===== config.mk =====
export PLATFORM = sky130hd
export DESIGN_NAME = laser_drive_setpoint_regs
export DESIGN_NICKNAME = d
export VERILOG_FILES = /design/src/rtl/laser_setpoint_pkg.sv /design/src/rtl/setpoint_current_calc.sv /design/src/rtl/laser_drive_setpoint_regs.sv
export SDC_FILE = /design/constraint.sdc
export NUM_CORES = 1
export LEC_CHECK = 0
export BUFFER_PORTS_ARGS = -buffer_cell sky130_fd_sc_hd__buf_2
export CAP_MARGIN = 20
export CORE_ASPECT_RATIO = 0.7
export CORE_UTILIZATION = 54
export DETAILED_ROUTE_END_ITERATION = 12
export PLACE_DENSITY_LB_ADDON = 0.05
export SLEW_MARGIN = 20
export SYNTH_ARGS = -nofsm -noshare
export SYNTH_HDL_FRONTEND = slang
export SYNTH_SLANG_ARGS = --single-unit

===== constraint.sdc =====
create_clock -name i_core_clk -period 9.4 [get_ports i_core_clk]
set_input_delay 0.47 -clock i_core_clk [delete_from_list [all_inputs] [get_ports i_core_clk]]
set_output_delay 0.47 -clock i_core_clk [all_outputs]
set_load 0.05 [all_outputs]

===== src/rtl/laser_setpoint_pkg.sv =====
/*
 Package for the laser drive setpoint register slice: command codes,
 field positions, reset values and derived current constants.
 Assumes a serial command decoder upstream that presents word accesses.
*/
package laser_setpoint_pkg;
	// ==========================================================
	// Command codes
	localparam logic [7:0]  CMD_FACTORY_TEST  = 8'h08;
	localparam logic [7:0]  CMD_BIAS_SETPOINT = 8'h15;
	localparam logic [7:0]  CMD_EDGE_TRIM     = 8'h1F;
	// ==========================================================
	// Widths and field positions
	localparam int          REG_W        = 16;
	localparam int          TRIM_W       = 5;
	localparam int          TRIM_LSB     = 0;
	localparam int          RANGE_W      = 2;
	localparam int          RANGE_LSB    = 10;
	localparam int          NOM_W        = 10;
	localparam int          NOM_LSB      = 0;
	localparam int          TEST_W       = 7;
	// ==========================================================
	// Reset values
	localparam logic [4:0]  TRIM_RST     = 5'h10;
	localparam logic [6:0]  TEST_RST     = 7'h44;
	localparam logic [1:0]  RANGE_RST    = 2'h0;
	localparam logic [9:0]  NOM_RST      = 10'h000;
	// ==========================================================
	// Current scaling: full scale step per range code, in microamps
	localparam int          RANGE_STEP_UA = 9000;
	localparam int          NOM_DIV       = 1024;
	localparam int          CUR_W         = 16;
endpackage


===== src/rtl/setpoint_current_calc.sv =====
/*
 Converts the setpoint and range select into a bias current target in
 microamps: nominal / 1024 * (range + 1) * 9 mA.
 Assumes inputs are registered; output is registered one cycle later.
*/
module setpoint_current_calc
	import laser_setpoint_pkg::*;
(
	// Clock and reset
	input  wire logic                               i_core_clk,
	input  wire logic                               i_sys_rst,
	// Setpoint
	input  wire logic [laser_setpoint_pkg::NOM_W-1:0]   i_nominal,
	input  wire logic [laser_setpoint_pkg::RANGE_W-1:0] i_range,
	// Result
	output logic      [laser_setpoint_pkg::CUR_W-1:0]   o_current_ua
);
	logic [CUR_W-1:0] cur_reg;
	logic [CUR_W-1:0] cur_next;
	logic [31:0]      prod;

	always_comb begin
		prod = 32'(i_nominal) * (32'(i_range) + 32'h1) * 32'(RANGE_STEP_UA);
		cur_next = CUR_W'(prod / 32'(NOM_DIV));
	end

	always_ff @(posedge i_core_clk or posedge i_sys_rst) begin
		if (i_sys_rst) begin
			cur_reg <= '0;
		end else begin
			cur_reg <= cur_next;
		end
	end

	assign o_current_ua = cur_reg;
endmodule


===== src/rtl/laser_drive_setpoint_regs.sv =====
/*
 Setpoint register slice of a laser driver control bank: edge trim,
 factory test and bias / monitor diode setpoint registers.
 Assumes a serial front end delivering command code, write strobe and
 16-bit data synchronous to i_core_clk; read data is combinational.
*/
// Functional notes
// - Five-bit edge trim, resets to 0x10
// - Lower trim gives more falling undershoot
// - Test register resets with bits 6,2
// - Two-bit range select, 9 to 36 mA
// - Ten-bit unsigned nominal setpoint, reset zero
// - Loop select picks bias or monitor target
// - Bias current is nom/1024*(range+1)*9mA with loop select 0, zero with loop select 1
module laser_drive_setpoint_regs
	import laser_setpoint_pkg::*;
(
	// Clock and reset
	input  wire logic                                   i_core_clk,
	input  wire logic                                   i_sys_rst,
	// Register access from the serial command decoder
	input  wire logic [7:0]                             i_cmd_code,
	input  wire logic                                   i_wr_en,
	input  wire logic [laser_setpoint_pkg::REG_W-1:0]   i_wr_data,
	output logic      [laser_setpoint_pkg::REG_W-1:0]   o_rd_data,
	output logic                                        o_cmd_hit,
	// Power loop select: 0 bias current, 1 monitor diode
	input  wire logic                                   i_loop_sel,
	// Analog control outputs
	output logic      [laser_setpoint_pkg::TRIM_W-1:0]  o_edge_trim,
	output logic      [laser_setpoint_pkg::RANGE_W-1:0] o_source_range_sel,
	output logic      [laser_setpoint_pkg::NOM_W-1:0]   o_bias_target,
	output logic      [laser_setpoint_pkg::NOM_W-1:0]   o_monitor_target,
	output logic      [laser_setpoint_pkg::CUR_W-1:0]   o_bias_current_ua,
	output logic      [laser_setpoint_pkg::TEST_W-1:0]  o_factory_test
);
	import laser_setpoint_pkg::*;

	// ==========================================================
	// Register state
	logic [TRIM_W-1:0]  trim_reg,  trim_next;
	logic [TEST_W-1:0]  test_reg,  test_next;
	logic [RANGE_W-1:0] range_reg, range_next;
	logic [NOM_W-1:0]   nom_reg,   nom_next;
	logic [NOM_W-1:0]   bias_reg,  bias_next;
	logic [NOM_W-1:0]   mon_reg,   mon_next;

	always_comb begin
		trim_next  = trim_reg;
		test_next  = test_reg;
		range_next = range_reg;
		nom_next   = nom_reg;
		if (i_wr_en) begin
			case (i_cmd_code)
				CMD_EDGE_TRIM: begin
					trim_next = i_wr_data[TRIM_LSB +: TRIM_W];
				end
				CMD_FACTORY_TEST: begin
					// Writable for test access only; normal hosts leave it alone
					test_next = i_wr_data[TEST_W-1:0];
				end
				CMD_BIAS_SETPOINT: begin
					range_next = i_wr_data[RANGE_LSB +: RANGE_W];
					nom_next   = i_wr_data[NOM_LSB +: NOM_W];
				end
				default: begin
				end
			endcase
		end
	end

	// Route the setpoint to the loop the mode select picks
	always_comb begin
		bias_next = bias_reg;
		mon_next  = mon_reg;
		if (i_loop_sel) begin
			mon_next  = nom_next;
			bias_next = NOM_RST;
		end else begin
			bias_next = nom_next;
			mon_next  = NOM_RST;
		end
	end

	always_ff @(posedge i_core_clk or posedge i_sys_rst) begin
		if (i_sys_rst) begin
			trim_reg  <= TRIM_RST;
			test_reg  <= TEST_RST;
			range_reg <= RANGE_RST;
			nom_reg   <= NOM_RST;
			bias_reg  <= NOM_RST;
			mon_reg   <= NOM_RST;
		end else begin
			trim_reg  <= trim_next;
			test_reg  <= test_next;
			range_reg <= range_next;
			nom_reg   <= nom_next;
			bias_reg  <= bias_next;
			mon_reg   <= mon_next;
		end
	end

	// ==========================================================
	// Read-back: reserved upper bits as zero
	always_comb begin
		o_rd_data = '0;
		o_cmd_hit = 1'b1;
		case (i_cmd_code)
			CMD_EDGE_TRIM:     o_rd_data = REG_W'(trim_reg);
			CMD_FACTORY_TEST:  o_rd_data = REG_W'(test_reg);
			CMD_BIAS_SETPOINT: o_rd_data = REG_W'({range_reg, nom_reg});
			default:           o_cmd_hit = 1'b0;
		endcase
	end

	// ==========================================================
	// Outputs; trim is a straight code, smaller value means more undershoot
	assign o_edge_trim        = trim_reg;
	assign o_source_range_sel = range_reg;
	assign o_bias_target      = bias_reg;
	assign o_monitor_target   = mon_reg;
	assign o_factory_test     = test_reg;

	setpoint_current_calc u_calc (
		.i_core_clk   (i_core_clk),
		.i_sys_rst    (i_sys_rst),
		.i_nominal    (bias_reg),
		.i_range      (range_reg),
		.o_current_ua (o_bias_current_ua)
	);

	// ==========================================================
	// Assertions: write paths
	a_trim_write: assert property (@(posedge i_core_clk) disable iff (i_sys_rst)
		i_wr_en && i_cmd_code == CMD_EDGE_TRIM
		|=> o_edge_trim == $past(i_wr_data[TRIM_LSB +: TRIM_W]))
		else $error("edge trim not updated");
	a_trim_hold: assert property (@(posedge i_core_clk) disable iff (i_sys_rst)
		!(i_wr_en && i_cmd_code == CMD_EDGE_TRIM) |=> $stable(o_edge_trim))
		else $error("edge trim changed without write");
	a_test_write: assert property (@(posedge i_core_clk) disable iff (i_sys_rst)
		i_wr_en && i_cmd_code == CMD_FACTORY_TEST
		|=> o_factory_test == $past(i_wr_data[TEST_W-1:0]))
		else $error("test register not updated");
	a_test_hold: assert property (@(posedge i_core_clk) disable iff (i_sys_rst)
		!(i_wr_en && i_cmd_code == CMD_FACTORY_TEST) |=> $stable(o_factory_test))
		else $error("test register changed without write");
	a_range_write: assert property (@(posedge i_core_clk) disable iff (i_sys_rst)
		i_wr_en && i_cmd_code == CMD_BIAS_SETPOINT
		|=> o_source_range_sel == $past(i_wr_data[RANGE_LSB +: RANGE_W]))
		else $error("range select not updated");
	a_range_hold: assert property (@(posedge i_core_clk) disable iff (i_sys_rst)
		!(i_wr_en && i_cmd_code == CMD_BIAS_SETPOINT) |=> $stable(o_source_range_sel))
		else $error("range select changed without write");
	a_nom_write: assert property (@(posedge i_core_clk) disable iff (i_sys_rst)
		i_wr_en && i_cmd_code == CMD_BIAS_SETPOINT
		|=> nom_reg == $past(i_wr_data[NOM_LSB +: NOM_W]))
		else $error("nominal setpoint not updated");
	a_nom_hold: assert property (@(posedge i_core_clk) disable iff (i_sys_rst)
		!(i_wr_en && i_cmd_code == CMD_BIAS_SETPOINT) |=> $stable(nom_reg))
		else $error("nominal setpoint changed without write");

	// ==========================================================
	// Assertions: reset values
	a_reset_values: assert property (@(posedge i_core_clk)
		i_sys_rst |-> o_edge_trim == TRIM_RST && o_factory_test == TEST_RST
		&& o_source_range_sel == RANGE_RST && nom_reg == NOM_RST
		&& o_bias_target == NOM_RST && o_monitor_target == NOM_RST
		&& o_bias_current_ua == '0)
		else $error("register not at reset value");

	// ==========================================================
	// Assertions: loop routing and current
	a_nom_route: assert property (@(posedge i_core_clk) disable iff (i_sys_rst)
		i_wr_en && i_cmd_code == CMD_BIAS_SETPOINT && !i_loop_sel
		|=> o_bias_target == $past(i_wr_data[9:0]) && o_monitor_target == 10'h000)
		else $error("bias target wrong");
	a_mon_route: assert property (@(posedge i_core_clk) disable iff (i_sys_rst)
		i_wr_en && i_cmd_code == CMD_BIAS_SETPOINT && i_loop_sel
		|=> o_monitor_target == $past(i_wr_data[9:0]) && o_bias_target == 10'h000)
		else $error("monitor target wrong");
	a_loop_route: assert property (@(posedge i_core_clk) disable iff (i_sys_rst)
		!(i_wr_en && i_cmd_code == CMD_BIAS_SETPOINT) |=> ($past(i_loop_sel)
			? o_monitor_target == $past(nom_reg) && o_bias_target == NOM_RST
			: o_bias_target == $past(nom_reg) && o_monitor_target == NOM_RST))
		else $error("loop routing wrong");
	a_current_calc: assert property (@(posedge i_core_clk) disable iff (i_sys_rst)
		##1 o_bias_current_ua == CUR_W'((32'($past(o_bias_target)) *
			(32'($past(o_source_range_sel)) + 32'h1) * 32'(RANGE_STEP_UA)) / 32'(NOM_DIV)))
		else $error("bias current mismatch");

	// ==========================================================
	// Assertions: read-back and decode
	a_trim_read: assert property (@(posedge i_core_clk) disable iff (i_sys_rst)
		i_cmd_code == CMD_EDGE_TRIM |-> o_rd_data[TRIM_LSB +: TRIM_W] == o_edge_trim)
		else $error("edge trim read-back wrong");
	a_test_read: assert property (@(posedge i_core_clk) disable iff (i_sys_rst)
		i_cmd_code == CMD_FACTORY_TEST |-> o_rd_data[TEST_W-1:0] == o_factory_test)
		else $error("test register read-back wrong");
	a_setpt_read: assert property (@(posedge i_core_clk) disable iff (i_sys_rst)
		i_cmd_code == CMD_BIAS_SETPOINT |-> o_rd_data[NOM_LSB +: NOM_W] == nom_reg
		&& o_rd_data[RANGE_LSB +: RANGE_W] == o_source_range_sel)
		else $error("setpoint read-back wrong");
	a_rsvd_zero: assert property (@(posedge i_core_clk) disable iff (i_sys_rst)
		i_cmd_code == CMD_EDGE_TRIM |-> o_rd_data[REG_W-1:TRIM_W] == '0)
		else $error("trim reserved bits not zero");
	a_rsvd_test: assert property (@(posedge i_core_clk) disable iff (i_sys_rst)
		i_cmd_code == CMD_FACTORY_TEST |-> o_rd_data[REG_W-1:TEST_W] == '0)
		else $error("test reserved bits not zero");
	a_rsvd_setpt: assert property (@(posedge i_core_clk) disable iff (i_sys_rst)
		i_cmd_code == CMD_BIAS_SETPOINT |-> o_rd_data[REG_W-1:RANGE_LSB+RANGE_W] == '0)
		else $error("setpoint reserved bits not zero");
	a_unmapped_zero: assert property (@(posedge i_core_clk) disable iff (i_sys_rst)
		!o_cmd_hit |-> o_rd_data == '0)
		else $error("unmapped read not zero");
	a_hit_decode: assert property (@(posedge i_core_clk) disable iff (i_sys_rst)
		o_cmd_hit == (i_cmd_code == CMD_EDGE_TRIM || i_cmd_code == CMD_FACTORY_TEST
			|| i_cmd_code == CMD_BIAS_SETPOINT))
		else $error("command decode wrong");

	// ==========================================================
	// Coverage of the main scenarios
	c_trim_wr: cover property (@(posedge i_core_clk) i_wr_en && i_cmd_code == CMD_EDGE_TRIM);
	c_set_ccc: cover property (@(posedge i_core_clk) i_wr_en && i_cmd_code == CMD_BIAS_SETPOINT
		&& !i_loop_sel);
	c_set_apc: cover property (@(posedge i_core_clk) i_wr_en && i_cmd_code == CMD_BIAS_SETPOINT
		&& i_loop_sel);
	c_unmapped: cover property (@(posedge i_core_clk) !o_cmd_hit);
	c_loop_swap: cover property (@(posedge i_core_clk) disable iff (i_sys_rst) $changed(i_loop_sel));
endmodule


# After elaboration in Yosys (flattened, before gate mapping)
# Index checks and enable logic that the tools add are counted.
dict set report totals {
  register_bits 60
  in_bits 28
  output_inout_bits 67
  elab_cells 23
}
dict set report classes {
  n_addsub 1
  multipliers 2
  n_eq_ne 3
  mux 6
  n_reduce_logical 4
}
# cell n
set op_table {}
lappend op_table {{$mux W10} 4}
lappend op_table {{$pmux W12 S3} 1}
lappend op_table {{$mul A10 B32 Y32} 1}
lappend op_table {{$mul A32 B11 Y23 const B} 1}
lappend op_table {{$eq A8 B5 Y1 const B} 2}
lappend op_table {{$eq A8 B4 Y1 const B} 1}
lappend op_table {{$reduce_and A2 Y1} 3}
lappend op_table {{$add A2 B1 Y3 const B} 1}
lappend op_table {{$reduce_or A3 Y1} 1}
lappend op_table {{$mux W1} 1}

# Longest topological paths before layout
# Gate-level depths: netlist of the first run.
dict set report logic_depth {
  word_depth 4
  ltp_mapped 27
  depth_no_buf 26
}

# Hierarchy
# Synthesis of the first run repeated with hierarchy kept, for this count alone.
dict set report hier_totals {
  hier_cells 528
  area_unflattened_um2 5496.5
}
# mod instances cells_per_inst area_each_um2 seq_area_each_um2
set by_module_without_submodules {}
lappend by_module_without_submodules {setpoint_current_calc 1 347 3345.7 400.4}
lappend by_module_without_submodules {laser_drive_setpoint_regs 1 181 2150.8 1104.8}

# Least setup slack after synthesis of the first run
# OpenSTA, ideal clock, no wires.
dict set report synth_path {
  path_kind {flip-flop to flip-flop}
  startpoint {reg range_reg[0] (netlist: o_source_range_sel[0])}
  endpoint {reg u_calc.cur_reg[15] (netlist: u_calc.o_current_ua[15])}
  setup_ps 134
  t_arrival_ps 6998
  required_ps 9266
  path_slack_ps 2268
  path_stages_with_launch 26
  path_buffers 1
  synth_period_minus_slack_ps 7132
  cell_sequence {dfrtp_1 ha_1 clkbuf_1 nand2_1 fa_1 inv_1 ha_1 a21o_1 a21oi_1 o21ai_0 or2_2 xor2_1 ha_1 ha_1 fa_1 fa_1 inv_1 fa_1 inv_1 ha_1 a21oi_4 nand2_2 o311ai_4 o21ai_2 a31oi_1 xnor3_1}
}
dict set report synth_between {
  elab_chain_cells 3
}
# element line
set synth_rtl {}
lappend synth_rtl {{start: declaration} laser_drive_setpoint_regs.sv:43} ;# logic [RANGE_W-1:0] range_reg, range_next;
lappend synth_rtl {{start signal: assignment} laser_drive_setpoint_regs.sv:96} ;# range_reg <= range_next;
lappend synth_rtl {{$add A2 B1 Y3} setpoint_current_calc.sv:23} ;# prod = 32'(i_nominal) * (32'(i_range) + 32'h1) * 32'(RANGE_STEP_UA);
lappend synth_rtl {{$mul A10 B32 Y32} setpoint_current_calc.sv:23}
lappend synth_rtl {{$mul A32 B11 Y23} setpoint_current_calc.sv:23}
lappend synth_rtl {{via u_calc.cur_next[15]} setpoint_current_calc.sv:19} ;# logic [CUR_W-1:0] cur_next;
lappend synth_rtl {{end signal: assignment} setpoint_current_calc.sv:31} ;# cur_reg <= cur_next;
lappend synth_rtl {{end: declaration} setpoint_current_calc.sv:18} ;# logic [CUR_W-1:0] cur_reg;
# The timed path passes the listed nets, and every way through them passes these cells.
# A chain may end at the register's enable or synchronous reset.

# Final worst setup path of the first run
# Same ends and word-level chain as after synthesis.

==> results of run 1 <==
final cells by class:
| type | instances | area share (%) |
|---|---|---|
| Multi-Input combinational cell | 340 | 53.7 |
| Sequential cell | 60 | 24.7 |
| Timing Repair Buffer | 89 | 7.42 |
| Inverter | 89 | 5.47 |
| Clock buffer | 12 | 4.20 |
| Tap cell | 124 | 2.54 |
| Clock inverter | 4 | 1.97 |
routing by layer:
layer / up-vias / track usage (%) / wire [microns]
li1: 1813 / - / -
met1: 1814 / 32.1 / 5090
met2: 80 / 33.7 / 4350
met3: 7 / 4.78 / 412
met4: 0 / 6.33 / 106
met5: - / 0 / 0
per-stage QoR:
step | power [mW] | setup slack [ns] | hold slack [ns]
2_1_floorplan | 0.374 | 2.27 | 0.487
3_3_place_gp | 0.402 | 1.97 | 0.506
3_5_place_dp | 0.404 | 1.86 | 0.522
4_1_cts | 0.827 | 1.84 | 0.338
5_1_grt | 0.850 | 1.43 | 0.344
6_report | 0.816 | 1.84 | 0.347
worst max-delay path by stage:
| stage | slack, ns | cells after the start | end |
|---|---|---|---|
| after floorplan | 2.27 | 25 | u_calc.o_current_ua[15] |
| after global placement | 1.97 | 24 | u_calc.o_current_ua[15] |
| after detailed placement | 1.86 | 24 | u_calc.o_current_ua[15] |
| after CTS | 1.84 | 24 | u_calc.o_current_ua[15] |
| after global routing | 1.43 | 25 | u_calc.o_current_ua[15] |
| final | 1.84 | 24 | u_calc.o_current_ua[15] |
synthesized netlist by cell type (2+ instances only):
cell type and n:
fa_1 32, nor2b_1 14, nor3_1 4, nor4b_1 2
ha_1 90, o211ai_1 3, a21oi_4 2, xnor2_1 16
or2_2 2, nand4b_1 2, nor2_2 2, or3_1 2
inv_1 89, o21a_1 2, a22o_1 2, nand3b_1 2
o21ai_0 8, xor2_1 7, a31oi_1 2, dfrtp_1 57
buf_4 4, mux2i_1 10, mux2_1 2, o21ai_2 2
o21ai_1 3, mux2_2 12, nand2_2 3, dfstp_2 3
a21o_1 7, clkbuf_1 6, nand2_1 28, a222oi_1 5
nand2b_1 10, and2_1 12, nor2_1 18, a21oi_1 16
tightest hold or removal path: cells and delay by family:
family / cells / cell delay, ns
buf+inv: 3 / 0.72
power by group:
part           switching (mW)  internal, mW
Combinational          0.0857        0.0354
Clock                   0.117         0.300
Sequential            0.00650         0.271
Total                   0.209         0.607
cell families (layout without fill, tap and decap cells):
kind of cell / Yosys count / count (layout) / synth area share [%]
compound gates: 58 / 58 / 8.25
mux: 24 / 24 / 4.99
fa+ha+maj: 122 / 122 / 34.2
xor+xnor: 24 / 24 / 4.33
buf+inv: 100 / 194 / 7.70
flops: 60 / 60 / 29.1
other cells: 1 / 4 / 0.0725
simple gates: 108 / 108 / 11.4
==> flow_summary.ini, run 1 <==
[placement]
gp_congestion = 0.819
dpl.cell_count = 702
port-buffer-count = 86
place_hpwl_microns = 7960
placed_cell_area_sq_um = 5730

[floorplanning]
die_area_sq_um = 9980
core_sq_um = 9180
die_y_microns = 83.9
initial_core_util_pct = 56.3
rows = 29
io_pins = 95
die_x_microns = 119

[logic_synthesis]
yosys-top-cells-area = dfrtp_1 28%, ha_1 22%, fa_1 12%, inv_1 6.5%, xnor2_1 2.7%
async_reset_ff_share_pct = 100
synth.largest_area_cell = dfrtp_1
netlist.area_leader.share_pct = 27.6
synth_warnings = 0
synth_edf_count = 0
yosys_register_bits = 60
ys.flop_type = dfrtp_1
synthDistinctLibCells = 52
postSynthAreaPerCell_sq_um = 10.4
syn_inst = 497
syn_area_sq_um = 5170
seq_area_frac_synth_pct = 29.1

[finish]
n_antenna_cell = 0
area_delta_synth_final_pct = 18.0
fin_cells = 718
final_common_cell = ha_1
regArea_sq_um = 1510
largest_register_ff_count = 16
final_layout_size_suffix_gt1_share_pct = 23.1
nFillCells = 743
final_cell_mix = 90 x ha_1, 88 x inv_1, 86 x buf_2
final_core_util_pct = 66.5
design_area_sq_um = 6100
multiInputGateArea_sq_um = 3280
final_nets = 739

[route]
wl_microns = 9960
wl_per_cell_microns = 13.9
drtIter0Drc = 144
vias_per_cell = 5.17
via_count = 3714
ant_nets = 0
dr.pass1.iters = 5
post-route-drc-count = 0

[critical_path]
cp-start-kind = flop
path_class = reg -> reg
worstPathRequired_ns = 9.60
rrSetupSlack_ns = 1.84
startpoint = o_source_range_sel[0]
crit_chain = ha_1, nand2_1, fa_1, inv_1, ha_1, fa_1, a21oi_1, nor2b_1, o21a_1, nor2_1, ha_1, ha_1, fa_1, fa_1, inv_1, fa_1, inv_1, ha_1, a21oi_4, nand2_2, o311ai_4, o21ai_2, a31oi_1, xnor3_1
cp.buffers_inverters = 3
crit_path_max_incr_delay_ns = 0.57
crit_path_max_fanout = 15
end_kind = flop
ff2ff_path_depth = 24
slowest_stage = ha_1
r2r_start = o_source_range_sel[0]
cp_top_family = adder cells
worst-endpoint-arrival_ns = 7.76
reg2reg_to = u_calc.o_current_ua[15]

[clocking]
clock_sinks = 60
clk_latency_ns = 0.33
cts.clk_slew.worst_paths_ns = 0.05
cts_setup_buffers = 0
cts_tree = done
root_buffer = clkbuf_16
clock_path_buffers = 2
hold_buffers = 0
cts-buffers-inserted = 9
cts_resized = 0
cts.htree.levels = 3

[timing]
max_slew_margin_pct = 49.1
rsz0062_at_grt = no
setup_viol = 0
finalSetupTns_ns = 0
worst_pin_slew_ns = 0.763
layout_min_cycle_time_ns = 7.56
finalHoldViolCount = 0
max_freq_mhz = 132
slew_violations = 0
period_share_pct = 80.4
finClkSkew_ns = 0.00409

[grt]
grt_antenna_before_repair = 0
grt_pass1_wl_microns = 17300
first_global_vias = 3631
grtUsageTotal_pct = 22.2
grt_max_degree = 61
grt-ovfl-total = 0

[power]
ir_drop_uv = 86.2
p_per_area_nw_per_um2 = 134
leakage_nw = 3.87

[flow_run]
max-cap-violations = 0

[status]
status = finished clean

[hold_path]
hold_class = in -> async
(Power assumes the default switching activity.)
==> run 2, diff against run 1 <==
Clock period 9.4 ns to 7 ns, I/O delays scaled along.
==> run 2 against run 1 <==
- non-clock buffer count rose by 9
- sequential power grew 34%
- power up 17%
- wire length up 0.48%
- fmax grew 13%
- register-to-register slack got worse by 1.5 ns
- critical path depth increased by 1
- hold slack lost 0.11 ns
- core utilization is 0.19 points higher
- combinational power is 40% higher
- clock power about the same
==> flow_summary.ini, run 2 (synthesis results as in run 1) <==
[placement]
pre_cts_ws_ns = 0.233
port-buffer-count = 86
place_hpwl_microns = 8120
gp_congestion = 0.798

[timing]
finClkSkew_ns = 0.00549
setup_viol = 0
max_slew_margin_pct = 49.1
finalSetupTns_ns = 0
finalHoldViolCount = 0
layout_min_cycle_time_ns = 6.66
slew_violations = 0
period_share_pct = 95.2
max_freq_mhz = 150
worst_pin_slew_ns = 0.763
hold_slack_ns = 0.242
setup_slack_ns = 0.338

[finish]
final_nets = 748
nFillCells = 746
final_cell_mix = 89 x ha_1, 88 x inv_1, 86 x buf_2
final_layout_size_suffix_gt1_share_pct = 25.7
area_delta_synth_final_pct = 18.4
largest_register_ff_count = 16
final_common_cell = ha_1
n_antenna_cell = 0

[critical_path]
rrSetupSlack_ns = 0.34
path_class = reg -> reg
ff2ff_path_depth = 25
worst-endpoint-arrival_ns = 6.86
crit_path_max_fanout = 7
cp_top_family = adder cells
r2r_start = o_source_range_sel[0]
reg2reg_to = u_calc.o_current_ua[15]
path_common_cell = inv_1
end_kind = flop
worstPathRequired_ns = 7.19
slowest_stage = xnor2_1
cp-start-kind = flop
cp.buffers_inverters = 6
crit_path_max_incr_delay_ns = 0.65

[floorplanning]
initial_core_util_pct = 56.3
core_sq_um = 9180
die_area_sq_um = 9980
die_x_microns = 119
io_pins = 95
die_y_microns = 83.9
rows = 29

[route]
ant_nets = 0
dr.pass1.iters = 5
post-route-drc-count = 0
wl_per_cell_microns = 13.8
vias_per_cell = 5.08
wl_microns = 10000
via_count = 3695
drtIter0Drc = 165

[clocking]
cts.htree.levels = 3
cts_tree = done
root_buffer = clkbuf_16
clk_latency_ns = 0.32
cts.clk_slew.worst_paths_ns = 0.05
clock_sinks = 60
cts-buffers-inserted = 9
hold_buffers = 0
cts_setup_buffers = 0
clock_path_buffers = 2

[grt]
grtUsageTotal_pct = 21.6
met1_usage_pct = 32.8
grt_pass1_wl_microns = 16900
top_usage_layer = met1
grt_use_met2_pct = 31.7
grt_max_degree = 61
first_global_vias = 3543
met3_usage_pct = 4.71
grt_antenna_before_repair = 0
grt-ovfl-total = 0

[status]
status = finished clean

[power]
p_per_area_nw_per_um2 = 156
leakage_nw = 3.87
ir_drop_uv = 107

[hold_path]
hold_class = in -> async

[flow_run]
max-cap-violations = 0
==> run 2: stage by stage <==
step                utilization (%)  cells  cell area [sq um]  total power [mW]
floorplan                         -    500               5190             0.502
global placement               63.2    711               5800             0.543
detailed placement             63.2    711               5800             0.547
CTS                            66.3    727               6080             0.969
global route                   66.7    727               6120              1.00
finish                         66.7    727               6120             0.956
==> run 2: worst max path at each step <==
stage | startpoint | to | slack (ns) | depth (start not counted)
final | o_source_range_sel[0] | u_calc.o_current_ua[15] | 0.34 | 25
after global routing | o_source_range_sel[1] | u_calc.o_current_ua[15] | -0.03 | 25
after CTS | o_source_range_sel[1] | u_calc.o_current_ua[15] | 0.18 | 26
after detailed placement | o_source_range_sel[1] | u_calc.o_current_ua[15] | 0.23 | 25
after global placement | o_source_range_sel[1] | u_calc.o_current_ua[15] | 0.33 | 26
after floorplan | o_source_range_sel[0] | u_calc.o_current_ua[15] | 0.07 | 25
==> run 2: routing by layer <==
layer / vias up / routed length, microns / share of wire [%]
met5: - / 0 / 0
met4: 0 / 31 / 0.31
met3: 5 / 367 / 3.7
met2: 67 / 4370 / 44
met1: 1787 / 5240 / 52
li1: 1836 / - / -
==> run 2: power breakdown <==
| group | switching [mW] | internal (mW) | leakage, nW |
|---|---|---|---|
| Clock | 0.158 | 0.257 | 0.135 |
| Combinational | 0.118 | 0.0508 | 2.92 |
| Sequential | 0.00807 | 0.364 | 0.815 |
==> run 2: cell type report <==
cell class	count	area [sq um]	area share, %
repair buffers	98	520	8.51
clock inverters	4	25.0	0.409
multi-input cells	340	3320	54.3
clock buffers	12	256	4.19
well taps	124	155	2.54
inverters	89	334	5.46
flip-flops and latches	60	1510	24.6
==> run 2: worst register-to-register path, stage by stage (launching register included) <==
cell      delay, ns
dfrtp_2        0.43
ha_4           0.30
buf_4          0.15
nand2_1        0.08
fa_1           0.51
inv_1          0.04
ha_1           0.32
a21oi_1        0.11
o21ai_0        0.25
o21ai_0        0.24
xnor2_1        0.65
ha_1           0.26
inv_1          0.05
fa_1           0.47
inv_1          0.06
fa_1           0.52
inv_1          0.06
fa_1           0.52
inv_1          0.04
ha_1           0.25
a21oi_4        0.19
nand2_2        0.08
o311ai_4       0.37
o21ai_2        0.14
a31oi_1        0.19
xnor3_1        0.24
==> run 2: what timing repair did <==
item	in CTS	in global routing
endpoints found under the setup margin	0	5
resized for setup	0	7
hold endpoints to repair	0	0
==> run 3, diff against run 2 <==
Settings changed: CAP_MARGIN 20 to default, CORE_UTILIZATION 54 to 57.
==> run 3 against run 2 <==
- combinational power is essentially flat
- wire length up 4.5%
- core utilization grew 4.5 points
- largest power group unchanged
- largest cell class unchanged
- critical path type unchanged
==> flow_summary.ini, run 3 (synthesis results as in run 1) <==
[clocking]
cts_tree = done
cts.htree.levels = 3
clk_latency_ns = 0.33
root_buffer = clkbuf_16
cts-buffers-inserted = 9
cts.clk_slew.worst_paths_ns = 0.05
clock_sinks = 60
clock_path_buffers = 2

[route]
dr.pass1.iters = 5
post-route-drc-count = 0
via_count = 3772
wl_per_cell_microns = 14.4
ant_nets = 0
vias_per_cell = 5.21
wl_microns = 10500
drtIter0Drc = 152

[power]
p_per_area_nw_per_um2 = 162
leakage_nw = 3.89
ir_drop_uv = 140

[finish]
fin_cells = 724
nFillCells = 682
largest_register_ff_count = 16
area_delta_synth_final_pct = 18.6
design_area_sq_um = 6130
final_nets = 749
final_core_util_pct = 71.1
n_antenna_cell = 0
final_common_cell = ha_1
final_layout_size_suffix_gt1_share_pct = 25.5
final_cell_mix = 89 x ha_1, 88 x inv_1, 86 x buf_2

[flow_run]
max-cap-violations = 0

[grt]
grt_antenna_before_repair = 0
grt_pass1_wl_microns = 17100
grt-ovfl-total = 0
first_global_vias = 3648
grt_max_degree = 61
grtUsageTotal_pct = 24.0

[floorplanning]
rows = 28
io_pins = 95
die_area_sq_um = 9460
core_sq_um = 8620
die_x_microns = 116
initial_core_util_pct = 60.0
die_y_microns = 81.7

[status]
status = finished clean

[timing]
setup_viol = 0
max_slew_margin_pct = 48.7
worst_pin_slew_ns = 0.769
max_freq_mhz = 149
finalHoldViolCount = 0
period_share_pct = 96.0
finClkSkew_ns = 0.00368
slew_violations = 0
layout_min_cycle_time_ns = 6.72

[placement]
port-buffer-count = 86
place_hpwl_microns = 8230
placed_cell_area_sq_um = 5800
gp_congestion = 0.824
dpl.cell_count = 707

[critical_path]
crit_path_max_fanout = 5
path_class = reg -> reg
worstPathRequired_ns = 7.21
cp-start-kind = flop
worst-endpoint-arrival_ns = 6.93
end_kind = flop

[hold_path]
hold_class = in -> reg
run 3: area by class of cell:
type | count | area (sq um) | area share (%)
clock buffers | 12 | 256 | 4.18
clock inverters | 4 | 47.5 | 0.776
inverters | 89 | 334 | 5.45
multi-input cells | 340 | 3310 | 53.9
flip-flops and latches | 60 | 1510 | 24.6
well taps | 120 | 150 | 2.45
repair buffers | 99 | 528 | 8.61
run 3: path summary, 6_finish.rpt:
check | startpoint | endpoint | slack, ns | depth (start not counted)
worst max-delay path | o_source_range_sel[1] | u_calc.o_current_ua[15] | 0.28 | 25
worst min-delay path | i_wr_data[10] | o_source_range_sel[0] | 0.23 | 2
worst max register to register | o_source_range_sel[1] | u_calc.o_current_ua[15] | 0.28 | 25
worst min register to register | nom_reg[9] | nom_reg[9] | 0.52 | 2
max in group asynchronous | i_sys_rst | o_source_range_sel[1] | 6.20 | 3
min in group asynchronous | i_sys_rst | u_calc.o_current_ua[0] | 0.25 | 3
run 3: stage by stage:
stage	worst slack (ns)	total power, mW	TNS (ns)	hold WS (ns)
finish	0.280	0.996	0	0.230
detailed placement	0.0969	0.547	0	0.517
global placement	0.277	0.543	0	0.507
CTS	0.0643	1.01	0	0.224
floorplan	0.0695	0.502	0	0.482
global route	-0.0172	1.04	-0.0172	0.234
run 3: metal layers:
metal / global-route usage [%] / routed length, microns / part of all wire, %
met4: 6.54 / 125 / 1.2
met2: 36.0 / 4660 / 44
met3: 5.17 / 498 / 4.8
met1: 35.0 / 5180 / 50
met5: 0 / 0 / 0
run 3: report_power, final:
part	internal [mW]	switching (mW)	leakage, nW
combinational	0.0505	0.118	2.92
sequential	0.364	0.00799	0.815
clock	0.294	0.161	0.149
total	0.708	0.287	3.89
run 3: critical path, cell delays in order, from the launching register on:
cell	delay (ns)
dfrtp_2	0.42
ha_2	0.37
nand2_1	0.08
fa_1	0.51
inv_1	0.04
ha_1	0.21
fa_1	0.41
a21oi_1	0.17
nor2b_1	0.07
o21a_1	0.21
o211ai_1	0.21
nor2b_1	0.25
xnor2_2	0.18
buf_4	0.20
ha_1	0.23
ha_1	0.33
fa_1	0.54
fa_1	0.44
ha_1	0.29
ha_1	0.36
a21oi_1	0.16
o21ai_1	0.12
a211oi_2	0.23
o21ai_2	0.12
a31oi_2	0.21
xnor3_1	0.23
run 3: repair_timing:
action,CTS,global route
endpoints found under the setup margin,0,6
resized for setup,0,6
setup buffers,0,1
hold buffers,0,0
